<file path="src/include/dofs_consts.svh">
// timing and encoding constants for the digital output function selector
`ifndef DOFS_CONSTS_SVH
`define DOFS_CONSTS_SVH
`define DOFS_CLK_HZ        40000000
`define DOFS_MS_CYCLES     (`DOFS_CLK_HZ / 1000)
`define DOFS_ZPULSE_MS     10
`define DOFS_ZPULSE_CYC    (`DOFS_ZPULSE_MS * `DOFS_MS_CYCLES)
`define DOFS_DELAY_MAX_MS  50000
`define DOFS_TERMS         4
`define DOFS_SEL_W         6
`define DOFS_DLY_W         16
`define DOFS_T_COLLECTOR   0
`define DOFS_T_FAST        1
`define DOFS_T_RELAY_A     2
`define DOFS_T_RELAY_B     3
`define DOFS_POL_RST       4'h0
`endif

</file>
<file path="src/include/dofs_pkg.sv">
// types shared by the digital output function selector
package dofs_pkg;
  typedef logic [5:0]  dofs_sel_t;    // function selection code
  typedef logic [15:0] dofs_dly_t;    // delay in milliseconds
  typedef enum logic {
    dofs_fast_pulse,
    dofs_fast_onoff
  } dofs_fast_mode_e;
endpackage

</file>
<file path="src/design/dofs_delay.sv">
// per-terminal switch-on and switch-off delay stage
`timescale 1ns/1ps
`include "dofs_consts.svh"
module dofs_delay #(
  parameter int MS_CYC = `DOFS_MS_CYCLES  // clock cycles per millisecond
) (
  input  wire logic             clock,
  input  wire logic             rst,
  input  wire logic             bypass,   // pass level with no delay
  input  wire logic             level_in, // requested state
  input  wire dofs_pkg::dofs_dly_t on_ms,
  input  wire dofs_pkg::dofs_dly_t off_ms,
  output logic                  level_out
);
  import dofs_pkg::*;

  // ------------------------------------------------------------
  // state
  // ------------------------------------------------------------
  logic [31:0] tick_ff;   // cycles within one millisecond
  logic [15:0] ms_ff;     // elapsed milliseconds since change request
  logic        out_ff;    // delayed level

  // wait is counted from the moment input differs from output; a
  // glitch shorter than the delay restarts the count and is dropped
  always_ff @(posedge clock) begin
    if (rst) begin
      tick_ff <= 32'h0;
      ms_ff   <= 16'h0;
      out_ff  <= 1'b0;
    end else if (bypass || level_in == out_ff) begin
      tick_ff <= 32'h0;
      ms_ff   <= 16'h0;
      out_ff  <= level_in;
    end else if (ms_ff >= (level_in ? on_ms : off_ms)) begin
      out_ff  <= level_in;
      tick_ff <= 32'h0;
      ms_ff   <= 16'h0;
    end else if (tick_ff == 32'(MS_CYC - 1)) begin
      tick_ff <= 32'h0;
      ms_ff   <= ms_ff + 16'h1;
    end else begin
      tick_ff <= tick_ff + 32'h1;
    end
  end

  assign level_out = out_ff;
endmodule

</file>
<file path="src/design/dofs_top.sv">
// digital output function selector for the four output terminals
// ------------------------------------------------------------
// What this block does
// - four terminals, each with own selection code
// - fast terminal is pulse or on/off output
// - one code may drive several terminals
// - code 0 holds terminal inactive
// - codes 1-4 run, forward, reverse, jog
// - code 5 follows drive fault
// - code 9 when output and reference zero
// - codes 10, 11 upper and lower limit
// - code 12 power up, no protection, ready
// - code 13 during pre-excitation
// - codes 14, 15 overload and underload prealarm
// - codes 16, 17 sequencer stage and cycle
// - codes 23-25, 34 follow fieldbus bits
// - code 26 bus above undervoltage
// - code 27 index pulse held 10 ms
// - code 28 superposition, 29 safe torque off
// - codes 30-32 positioning and spindle done
// - code 33 speed limit, 36 switchover done
// - code 37 ramp reference above detection
// - codes 41-47 expansion card bits passed
// - codes 48-50 overheat prealarms
// - codes 51-56 zero speed, tension, diameters, fire
// - four-bit polarity mask inverts outputs
// - separate on and off delays per terminal
// - fast terminal delays only in on/off mode
// ------------------------------------------------------------
`timescale 1ns/1ps
`include "dofs_consts.svh"
module dofs_top #(
  parameter int MS_CYC    = `DOFS_MS_CYCLES,  // cycles per millisecond
  parameter int ZPULSE_CYC = `DOFS_ZPULSE_CYC // index pulse stretch length
) (
  input  wire logic                 clock,
  input  wire logic                 rst,
  // configuration from the control core
  input  wire dofs_pkg::dofs_fast_mode_e fast_mode,
  input  wire dofs_pkg::dofs_sel_t  sel_collector,
  input  wire dofs_pkg::dofs_sel_t  sel_fast,
  input  wire dofs_pkg::dofs_sel_t  sel_relay_a,
  input  wire dofs_pkg::dofs_sel_t  sel_relay_b,
  input  wire logic [3:0]           polarity,
  input  wire dofs_pkg::dofs_dly_t  on_dly_collector,
  input  wire dofs_pkg::dofs_dly_t  off_dly_collector,
  input  wire dofs_pkg::dofs_dly_t  on_dly_fast,
  input  wire dofs_pkg::dofs_dly_t  off_dly_fast,
  input  wire dofs_pkg::dofs_dly_t  on_dly_relay_a,
  input  wire dofs_pkg::dofs_dly_t  off_dly_relay_a,
  input  wire dofs_pkg::dofs_dly_t  on_dly_relay_b,
  input  wire dofs_pkg::dofs_dly_t  off_dly_relay_b,
  // drive status conditions, same clock
  input  wire logic                 st_running,
  input  wire logic                 st_forward,
  input  wire logic                 st_reverse,
  input  wire logic                 st_jogging,
  input  wire logic                 st_fault,
  input  wire logic                 st_freq_level_detect_a,
  input  wire logic                 st_freq_level_detect_b,
  input  wire logic                 st_freq_reached,
  input  wire logic                 st_out_freq_zero,
  input  wire logic                 st_ref_freq_zero,
  input  wire logic                 st_upper_limit,
  input  wire logic                 st_lower_limit,
  input  wire logic                 st_main_power_ok,
  input  wire logic                 st_ctrl_power_ok,
  input  wire logic                 st_protection_active,
  input  wire logic                 st_ready,
  input  wire logic                 st_pre_exciting,
  input  wire logic                 st_overload_prealarm,
  input  wire logic                 st_underload_prealarm,
  input  wire logic                 st_sequencer_stage_done,
  input  wire logic                 st_sequencer_cycle_done,
  input  wire logic [3:0]           fieldbus_serial_bits,
  input  wire logic [3:0]           fieldbus_can_bits,
  input  wire logic [3:0]           fieldbus_ether_bits,
  input  wire logic [3:0]           fieldbus_rt_ether_bits,
  input  wire logic                 st_dc_bus_ok,
  input  wire logic                 st_index_pulse,
  input  wire logic                 st_superposition,
  input  wire logic                 st_safe_torque_off,
  input  wire logic                 st_position_done,
  input  wire logic                 st_spindle_zero_done,
  input  wire logic                 st_spindle_div_done,
  input  wire logic                 st_torque_speed_limit,
  input  wire logic                 st_mode_switch_done,
  input  wire logic                 st_ramp_above_detect,
  input  wire logic [6:0]           expansion_card_bits,
  input  wire logic                 st_overheat_card_sensor_a,
  input  wire logic                 st_overheat_card_sensor_b,
  input  wire logic                 st_overheat_analog_io_channel,
  input  wire logic                 st_stopped_or_zero,
  input  wire logic                 st_tension_disconnect,
  input  wire logic                 st_diameter_set_reached,
  input  wire logic                 st_diameter_max,
  input  wire logic                 st_diameter_min,
  input  wire logic                 st_fire_mode,
  // terminal outputs
  output logic                      card_collector_out_a,
  output logic                      fast_pulse_terminal,
  output logic                      fast_pulse_is_onoff,
  output logic                      relay_out_a,
  output logic                      relay_out_b
);
  import dofs_pkg::*;

  // ------------------------------------------------------------
  // selection decode
  // ------------------------------------------------------------
  logic [31:0] zcnt_ff;      // index pulse stretch counter
  logic        zpulse_ff;    // stretched index pulse
  logic        zprev_ff;     // previous index pulse level
  logic [3:0]  raw;          // selected condition per terminal
  logic [3:0]  dly;          // delayed condition per terminal
  logic [3:0]  term_ff;      // final terminal states
  logic        fast_mode_ff; // registered fast terminal mode

  // one function serves all four terminals, so a shared code drives
  // each such terminal from the same condition; fieldbus codes 23-25, 34 take the bit of each terminal's own index
  function automatic logic pick(input dofs_sel_t sel, input int unsigned t);
    logic r;
    r = 1'b0;  // idle and reserved codes stay low
    case (sel)
      6'h01: r = st_running;
      6'h02: r = st_forward;
      6'h03: r = st_reverse;
      6'h04: r = st_jogging;
      6'h05: r = st_fault;
      6'h06: r = st_freq_level_detect_a;
      6'h07: r = st_freq_level_detect_b;
      6'h08: r = st_freq_reached;
      6'h09: r = st_out_freq_zero & st_ref_freq_zero;
      6'h0a: r = st_upper_limit;
      6'h0b: r = st_lower_limit;
      6'h0c: r = st_main_power_ok & st_ctrl_power_ok
                 & ~st_protection_active & st_ready;
      6'h0d: r = st_pre_exciting;
      6'h0e: r = st_overload_prealarm;
      6'h0f: r = st_underload_prealarm;
      6'h10: r = st_sequencer_stage_done;
      6'h11: r = st_sequencer_cycle_done;
      6'h17: r = fieldbus_serial_bits[t];
      6'h18: r = fieldbus_can_bits[t];
      6'h19: r = fieldbus_ether_bits[t];
      6'h22: r = fieldbus_rt_ether_bits[t];
      6'h1a: r = st_dc_bus_ok;
      6'h1b: r = zpulse_ff;
      6'h1c: r = st_superposition;
      6'h1d: r = st_safe_torque_off;
      6'h1e: r = st_position_done;
      6'h1f: r = st_spindle_zero_done;
      6'h20: r = st_spindle_div_done;
      6'h21: r = st_torque_speed_limit;
      6'h24: r = st_mode_switch_done;
      6'h25: r = st_ramp_above_detect;
      6'h29: r = expansion_card_bits[0];
      6'h2a: r = expansion_card_bits[1];
      6'h2b: r = expansion_card_bits[2];
      6'h2c: r = expansion_card_bits[3];
      6'h2d: r = expansion_card_bits[4];
      6'h2e: r = expansion_card_bits[5];
      6'h2f: r = expansion_card_bits[6];
      6'h30: r = st_overheat_card_sensor_a;
      6'h31: r = st_overheat_card_sensor_b;
      6'h32: r = st_overheat_analog_io_channel;
      6'h33: r = st_stopped_or_zero;
      6'h34: r = st_tension_disconnect;
      6'h35: r = st_diameter_set_reached;
      6'h36: r = st_diameter_max;
      6'h37: r = st_diameter_min;
      6'h38: r = st_fire_mode;
      default: r = 1'b0;
    endcase
    return r;
  endfunction

  // ------------------------------------------------------------
  // index pulse stretcher
  // ------------------------------------------------------------
  // rising edge of the index pulse starts a fixed 10 ms window
  always_ff @(posedge clock) begin
    if (rst) begin
      zprev_ff  <= 1'b0;
      zpulse_ff <= 1'b0;
      zcnt_ff   <= 32'h0;
    end else begin
      zprev_ff <= st_index_pulse;
      if (st_index_pulse && !zprev_ff) begin
        zpulse_ff <= 1'b1;
        zcnt_ff   <= 32'(ZPULSE_CYC - 1);
      end else if (zcnt_ff != 32'h0) begin
        zcnt_ff <= zcnt_ff - 32'h1;
      end else begin
        zpulse_ff <= 1'b0;
      end
    end
  end

  // ------------------------------------------------------------
  // per-terminal selection
  // ------------------------------------------------------------
  always_comb begin
    raw[`DOFS_T_COLLECTOR] = pick(sel_collector, `DOFS_T_COLLECTOR);
    raw[`DOFS_T_FAST]      = pick(sel_fast, `DOFS_T_FAST);
    raw[`DOFS_T_RELAY_A]   = pick(sel_relay_a, `DOFS_T_RELAY_A);
    raw[`DOFS_T_RELAY_B]   = pick(sel_relay_b, `DOFS_T_RELAY_B);
  end

  // ------------------------------------------------------------
  // switch delays
  // ------------------------------------------------------------
  dofs_delay #(.MS_CYC(MS_CYC)) u_dly_col (
    .clock(clock), .rst(rst), .bypass(1'b0),
    .level_in(raw[`DOFS_T_COLLECTOR]),
    .on_ms(on_dly_collector), .off_ms(off_dly_collector),
    .level_out(dly[`DOFS_T_COLLECTOR]));

  // fast terminal delays are skipped in pulse mode
  dofs_delay #(.MS_CYC(MS_CYC)) u_dly_fast (
    .clock(clock), .rst(rst), .bypass(fast_mode != dofs_fast_onoff),
    .level_in(raw[`DOFS_T_FAST]),
    .on_ms(on_dly_fast), .off_ms(off_dly_fast),
    .level_out(dly[`DOFS_T_FAST]));

  dofs_delay #(.MS_CYC(MS_CYC)) u_dly_ra (
    .clock(clock), .rst(rst), .bypass(1'b0),
    .level_in(raw[`DOFS_T_RELAY_A]),
    .on_ms(on_dly_relay_a), .off_ms(off_dly_relay_a),
    .level_out(dly[`DOFS_T_RELAY_A]));

  dofs_delay #(.MS_CYC(MS_CYC)) u_dly_rb (
    .clock(clock), .rst(rst), .bypass(1'b0),
    .level_in(raw[`DOFS_T_RELAY_B]),
    .on_ms(on_dly_relay_b), .off_ms(off_dly_relay_b),
    .level_out(dly[`DOFS_T_RELAY_B]));

  // ------------------------------------------------------------
  // polarity and output registers
  // ------------------------------------------------------------
  // inversion after the delay; reset state is all terminals off
  always_ff @(posedge clock) begin
    if (rst) begin
      term_ff      <= 4'h0;
      fast_mode_ff <= 1'b0;
    end else begin
      term_ff      <= dly ^ polarity;
      fast_mode_ff <= (fast_mode == dofs_fast_onoff);
    end
  end

  assign card_collector_out_a = term_ff[`DOFS_T_COLLECTOR];
  assign fast_pulse_terminal  = term_ff[`DOFS_T_FAST];
  assign relay_out_a          = term_ff[`DOFS_T_RELAY_A];
  assign relay_out_b          = term_ff[`DOFS_T_RELAY_B];
  assign fast_pulse_is_onoff  = fast_mode_ff;
endmodule

</file>
<file path="config.mk">
export PLATFORM = sky130hd
export DESIGN_NAME = dofs_top
export DESIGN_NICKNAME = d
export VERILOG_FILES = /design/src/include/dofs_pkg.sv /design/src/design/dofs_delay.sv /design/src/design/dofs_top.sv
export VERILOG_INCLUDE_DIRS = /design/src /design/src/include
export SDC_FILE = /design/constraint.sdc
export NUM_CORES = 1
export LEC_CHECK = 0
export BUFFER_PORTS_ARGS = -buffer_cell sky130_fd_sc_hd__buf_2
export CAP_MARGIN = 10
export CORE_MARGIN = 2
export CORE_UTILIZATION = 50
export DETAILED_ROUTE_END_ITERATION = 10
export GPL_TIMING_DRIVEN = 0
export PLACE_DENSITY = 0.79
export SYNTH_ARGS = -nofsm -noshare
export SYNTH_HDL_FRONTEND = slang
export SYNTH_SLANG_ARGS = --single-unit
</file>
<file path="constraint.sdc">
create_clock -name clock -period 6 [get_ports clock]
set_input_delay 1.2 -clock clock [delete_from_list [all_inputs] [get_ports clock]]
set_output_delay 1.2 -clock clock [all_outputs]
set_load 0.005 [all_outputs]
</file>
==> impl_metrics.json, run 1 <==
{
  "status": "completed",
  "setup_viol": 0,
  "port_buffers": 217,
  "cp_top_family": "buffers and inverters",
  "ys_types": 75,
  "htree_num_levels": 1,
  "fin_worst_skew_ps": 17.6,
  "final_antenna_net_count": 0,
  "synth_edf_count": 0,
  "gr-total-overflow": 0,
  "postSynthCellCount": 1775,
  "cp.required_ps": 6450,
  "min_path_type": "reg -> reg",
  "grt_pass1_vias": 13700,
  "ctsRootBufferMaster": "clkbuf_16",
  "ys_seq_area_share_pct": 31.5,
  "nNetsFinal": 2313,
  "die-width_um": 177,
  "synth_nets": 2070,
  "min_period_over_period_pct": 91.9,
  "cpPeakStageDelay_ps": 400,
  "numClockSinks": 235,
  "rr_worst_depth": 16,
  "ir_drop_v": 0.000190,
  "fmax_mhz": 181,
  "most-common-layout-cells": "242 x buf_2, 235 x dfxtp_1, 150 x nor2_1",
  "rr_startpoint": "zpulse_ff",
  "grt_use_total_pct": 24.8,
  "crit_path_end_kind": "flop",
  "synth_top_cell_area_share_pct": 31.5,
  "final_cell_area_um2": 17400,
  "r2r-end": "u_dly_rb.tick_ff[25]",
  "cts_setup_buffers": 0,
  "drv_cap": 0,
  "area_growth_pct": 16.2,
  "hpwlAfterDp_um": 29300,
  "crit_fanout": 10,
  "synth_seq_cells": 235,
  "post-route-min-period_ps": 5510,
  "cts_tree": "done",
  "clk_latency_ps": 530,
  "final-hold-violation-count": 0,
  "place.gp.congestion": 0.967,
  "clk_pin_slew_ps": 60,
  "cp_data_arrival_time_ps": 5960,
  "worstHoldStart": "u_dly_rb.tick_ff[0]",
  "avgSynthCellArea_um2": 8.42,
  "clk_path_buf_depth": 3,
  "power.total_mw": 3.72,
  "grt_max_degree": 14,
  "drc": 0,
  "r2r_setup_slack_ps": 1500,
  "wl_um": 39400,
  "final_core_util_pct": 58.7,
  "via_count": 14200,
  "drt-wirelength-per-cell_um": 16.2,
  "p_per_area_nw_per_um2": 214,
  "ioPinCount": 227,
  "final_cell_count_no_fill": 2427,
  "postSynth.asyncResetShare_pct": 0,
  "slew_viol_final": 0,
  "grt_pass1_wl_um": 65200,
  "place_ws_ps": -541,
  "antenna_found_initial": 0,
  "yosysWarningCount": 0,
  "synth_top_area_cell": "dfxtp_1",
  "rsz0062_at_grt": "false",
  "worstHoldPathCells": 1,
  "cts_made_buffers": 25,
  "critPathKind": "in -> reg",
  "crit_buf_inv": 6,
  "fp.dieArea_um2": 31300,
  "diodes": 0,
  "fillers": 2657,
  "dr.pass1.iters": 6,
  "synth_area_leaders": "dfxtp_1 31%, xor2_1 6.6%, ha_1 6.1%",
  "slowest_stage": "clkbuf_1",
  "p_leak_nw": 6.57,
  "drive_gt1_share_pct": 16.2,
  "cp-start-kind": "input pin",
  "dieHeight_um": 177,
  "place_area_um2": 16500,
  "cp_common_cell": "clkbuf_1",
  "viasPerCell": 5.86,
  "holdBufCountCts": 0,
  "finalWorstSetupSlack_ps": 486,
  "drt_iter0_markers": 898,
  "worst_pin_slew_ps": 975,
  "ys.flop_type": "dfxtp_1",
  "worstHoldEndpoint": "u_dly_rb.tick_ff[0]",
  "crit_chain": "buf_2 -> clkbuf_1 -> clkbuf_1 -> nand4b_1 -> o41ai_1 -> a22oi_1 -> o21ai_0 -> nor4_1 -> nand2_1 -> buf_2 -> mux2i_1 -> ha_1 -> a21o_1 -> a21o_1 -> a21oi_1 -> o22ai_1 -> nor3_1 -> nand4_1 -> clkbuf_1 -> clkbuf_1 -> a21oi_1",
  "layout_commonest_cell": "buf_2",
  "placed_cells": 2382,
  "relSlewSlack_pct": 34.5,
  "core_um2": 29600,
  "row_count": 63,
  "initial_core_util_pct": 50.6,
  "netlist_area_um2": 14900
}
synthesized netlist by cell type (all sizes together), types with 6 or more instances:
library cell  number
and4              23
a211oi            19
and3              28
dfxtp            235
ha                73
nand2b            23
inv               32
buf               37
nand3b            23
o21a               7
nor2b             22
nand2            117
a31oi              9
clkbuf            58
nand4             62
mux4               8
nor4b             13
nor3             130
a21o               6
xor2             112
a21oi             94
nand4b             6
nor2             150
mux2i             88
mux2              12
o22ai              9
and2              11
o21ai             21
a221oi             7
or3               12
nand3             84
nor3b             11
xnor2             97
nor4              55
or4                7
layout make-up:
type,instances,area [um2],area share (%)
clock buffer,35,703,4.05
inverter,32,120,0.692
clock inverter,11,126,0.728
multi-input combinational,1413,9710,55.9
buffer,94,423,2.44
sequential,235,4700,27.1
tap,390,488,2.81
timing repair buffer,217,1090,6.26
through the flow:
| stage | setup TNS, ps | hold slack (ps) |
|---|---|---|
| after floorplan | 0 | 418 |
| after global placement | -25020 | 428 |
| after detailed placement | -29750 | 442 |
| after CTS | 0 | 452 |
| after global routing | 0 | 481 |
| final | 0 | 445 |
state kept, by name (all words and copies together), names as in the netlist:
register / count
zcnt_ff: 32
fast_pulse_is_onoff: 1
u_dly_fast.ms_ff: 16
u_dly_col.level_out: 1
term_ff: 4
zprev_ff: 1
u_dly_col.tick_ff: 32
u_dly_ra.ms_ff: 16
u_dly_ra.level_out: 1
u_dly_col.ms_ff: 16
u_dly_fast.level_out: 1
u_dly_rb.ms_ff: 16
u_dly_fast.tick_ff: 32
zpulse_ff: 1
u_dly_rb.tick_ff: 32
u_dly_rb.level_out: 1
u_dly_ra.tick_ff: 32
how the worst max path moves through the flow:
| stage | start | to | slack (ps) | depth (start not counted) |
|---|---|---|---|---|
| 2_1_floorplan | sel_relay_a[1] | u_dly_ra.ms_ff[0] | 680 | 19 |
| 3_3_place_gp | sel_relay_a[2] | u_dly_ra.tick_ff[31] | -470 | 21 |
| 3_5_place_dp | sel_relay_b[1] | u_dly_rb.tick_ff[25] | -540 | 19 |
| 4_1_cts | sel_relay_a[2] | u_dly_ra.ms_ff[14] | 60 | 21 |
| 5_1_grt | sel_relay_a[2] | u_dly_ra.ms_ff[14] | 70 | 20 |
| 6_report | sel_collector[3] | u_dly_col.ms_ff[10] | 490 | 21 |
layer usage:
metal | up-vias | GRT usage [%] | routed length (um)
met3 | 128 | 4.21 | 2750
met1 | 6617 | 31.6 | 16900
met5 | - | 0 | 0
met4 | 0 | 9.78 | 1660
li1 | 6977 | - | -
met2 | 499 | 41.6 | 18100
power by group:
group          leakage, nW  switching [mW]  internal (mW)  total [mW]
registers             1.90          0.0180           1.58        1.60
logic                 4.26           0.328          0.248       0.575
clock network        0.410           0.636          0.910        1.55
cell families (layout without fill, tap and decap cells):
| family | after synthesis | in the layout | synth area share, % |
|---|---|---|---|
| AND/OR/NAND/NOR | 796 | 796 | 28.7 |
| multiplexers | 108 | 108 | 8.05 |
| adder cells (fa/ha/maj) | 73 | 73 | 6.11 |
| flip-flops | 235 | 235 | 31.5 |
| buffers and inverters | 127 | 389 | 3.63 |
| XOR/XNOR | 209 | 209 | 12.2 |
| AO/OA/AOI/OAI | 227 | 227 | 9.80 |
timing repair:
| action | in CTS | in global routing |
|---|---|---|
| gates cloned | 0 | 0 |
| resized for setup | 1 | 10 |
| setup endpoints to repair | 20 | 68 |
Power figures use the tool's default switching activity.
==> run 2, diff against run 1 <==
--- a/config.mk
+++ b/config.mk
@@ -11,6 +11,7 @@
 export CORE_MARGIN = 2
 export CORE_UTILIZATION = 50
 export DETAILED_ROUTE_END_ITERATION = 10
+export GPL_ROUTABILITY_DRIVEN = 0
 export GPL_TIMING_DRIVEN = 0
 export PLACE_DENSITY = 0.79
 export SYNTH_ARGS = -nofsm -noshare
==> constraint.sdc (replaced) <==
create_clock -name clock -period 6 [get_ports clock]
set_input_delay 1.2 -clock clock [delete_from_list [all_inputs] [get_ports clock]]
set_output_delay 1.2 -clock clock [all_outputs]
set_load 0.1 [all_outputs]
==> run 2 against run 1 <==
Against the previous run:
- setup slack got worse by 150 ps
- combinational power increased by 3%
- via count increased by 1.1%
- die area unchanged
==> impl_metrics.json, run 2 (synthesis results as in run 1) <==
{
  "status": "completed",
  "fin_worst_skew_ps": 24.2,
  "multi_input_area_um2": 9710,
  "drc": 0,
  "layout_commonest_cell": "buf_2",
  "place_area_um2": 16500,
  "crit_fanout": 10,
  "cts_made_buffers": 26,
  "critPathKind": "in -> reg",
  "cp.required_ps": 6380,
  "dieHeight_um": 177,
  "grt_pass1_wl_um": 64500,
  "area_growth_pct": 16.5,
  "p_per_area_nw_per_um2": 218,
  "fillers": 2574,
  "crit_path_end_kind": "flop",
  "post-route-min-period_ps": 5670,
  "drt_iter0_markers": 1060,
  "rsz0062_at_grt": "false",
  "diodes": 0,
  "fmax_mhz": 176,
  "initial_core_util_pct": 50.6,
  "p_leak_nw": 6.58,
  "die-width_um": 177,
  "cp_data_arrival_time_ps": 6050,
  "place_ws_ps": -500,
  "power.total_mw": 3.80,
  "drive_gt1_share_pct": 16.1,
  "fp.dieArea_um2": 31300,
  "cts_tree": "done",
  "relSlewSlack_pct": 38.1,
  "nNetsFinal": 2314,
  "clk_latency_ps": 530,
  "gr-total-overflow": 0,
  "viasPerCell": 5.92,
  "final-hold-violation-count": 0,
  "cp-start-kind": "input pin",
  "antenna_found_initial": 0,
  "register_area_um2": 4700,
  "ctsRootBufferMaster": "clkbuf_16",
  "worstHoldPathCells": 1,
  "clk_pin_slew_ps": 60,
  "setup_viol": 0,
  "worst_pin_slew_ps": 922,
  "numClockSinks": 235,
  "via_count": 14400,
  "min_period_over_period_pct": 94.5,
  "most-common-layout-cells": "242 x buf_2, 235 x dfxtp_1, 150 x nor2_1",
  "holdBufCountCts": 0,
  "htree_num_levels": 1,
  "final_antenna_net_count": 0,
  "ir_drop_v": 0.000188,
  "final_cell_area_um2": 17400,
  "drv_cap": 0,
  "core_um2": 29600,
  "wl_um": 38900,
  "ioPinCount": 227,
  "min_path_type": "reg -> reg",
  "clk_path_buf_depth": 3,
  "hpwlAfterDp_um": 28700,
  "slew_viol_final": 0,
  "rr_worst_depth": 16,
  "port_buffers": 217,
  "grt_pass1_vias": 13600,
  "grt_use_total_pct": 24.3,
  "grt_max_degree": 14,
  "dr.pass1.iters": 8,
  "drt-wirelength-per-cell_um": 16.0,
  "row_count": 63,
  "finalWorstSetupSlack_ps": 332
}
run 2: worst paths after layout:
| kind | to | start | slack (ps) |
|---|---|---|---|
| hold / removal | u_dly_rb.tick_ff[0] | u_dly_rb.tick_ff[0] | 450 |
| setup / recovery | u_dly_col.ms_ff[13] | sel_collector[2] | 330 |
| setup reg to reg | u_dly_rb.tick_ff[22] | zpulse_ff | 1470 |
| hold reg to reg | u_dly_rb.tick_ff[0] | u_dly_rb.tick_ff[0] | 450 |
run 2: timing repair:
action	CTS	global route
endpoints found under the setup margin	0	74
resized for setup	0	7
buffers inserted	0	0
run 2: worst max-delay path, cell delays in order:
cell and delay (ps):
buf_2 110, clkbuf_1 390, buf_1 400, o311ai_0 220
o2111ai_1 150, o21ai_0 170, nor4_1 320, nand2_1 330
buf_2 320, mux2i_1 170, ha_1 320, nand4_1 110
nor2_1 150, o2111ai_1 130, o22ai_1 210, nor3_1 110
nand4_1 240, clkbuf_1 390, clkbuf_1 440, a21oi_1 160
run 2: area by class of cell:
type | instances | area share (%)
Timing Repair Buffer | 217 | 6.24
Tap cell | 390 | 2.80
Clock inverter | 7 | 0.568
Inverter | 32 | 0.690
Multi-Input combinational cell | 1413 | 55.8
Buffer | 94 | 2.41
Sequential cell | 235 | 27.0
Clock buffer | 40 | 4.50
run 2: stage by stage:
| step | TNS (ps) | instances | utilization (%) | hold WS, ps |
|---|---|---|---|---|
| after floorplan | 0 | 1775 | - | 418 |
| after global placement | -21160 | 2382 | 55.9 | 428 |
| after detailed placement | -29680 | 2382 | 55.9 | 439 |
| after CTS | 0 | 2429 | 58.9 | 453 |
| after global routing | 0 | 2428 | 58.9 | 464 |
| final | 0 | 2428 | 58.9 | 450 |
run 2: routing by layer:
layer	GRT usage [%]	wire length, um	up-vias
met1	31.7	16800	6709
met5	0	0	-
met2	40.8	18000	538
met3	3.82	2780	138
met4	8.51	1430	0
li1	-	-	6994
run 2: where the power goes:
| part | switching [mW] | internal [mW] |
|---|---|---|
| clock network | 0.627 | 0.982 |
| registers | 0.0186 | 1.58 |
| logic | 0.343 | 0.248 |
| total | 0.989 | 2.81 |
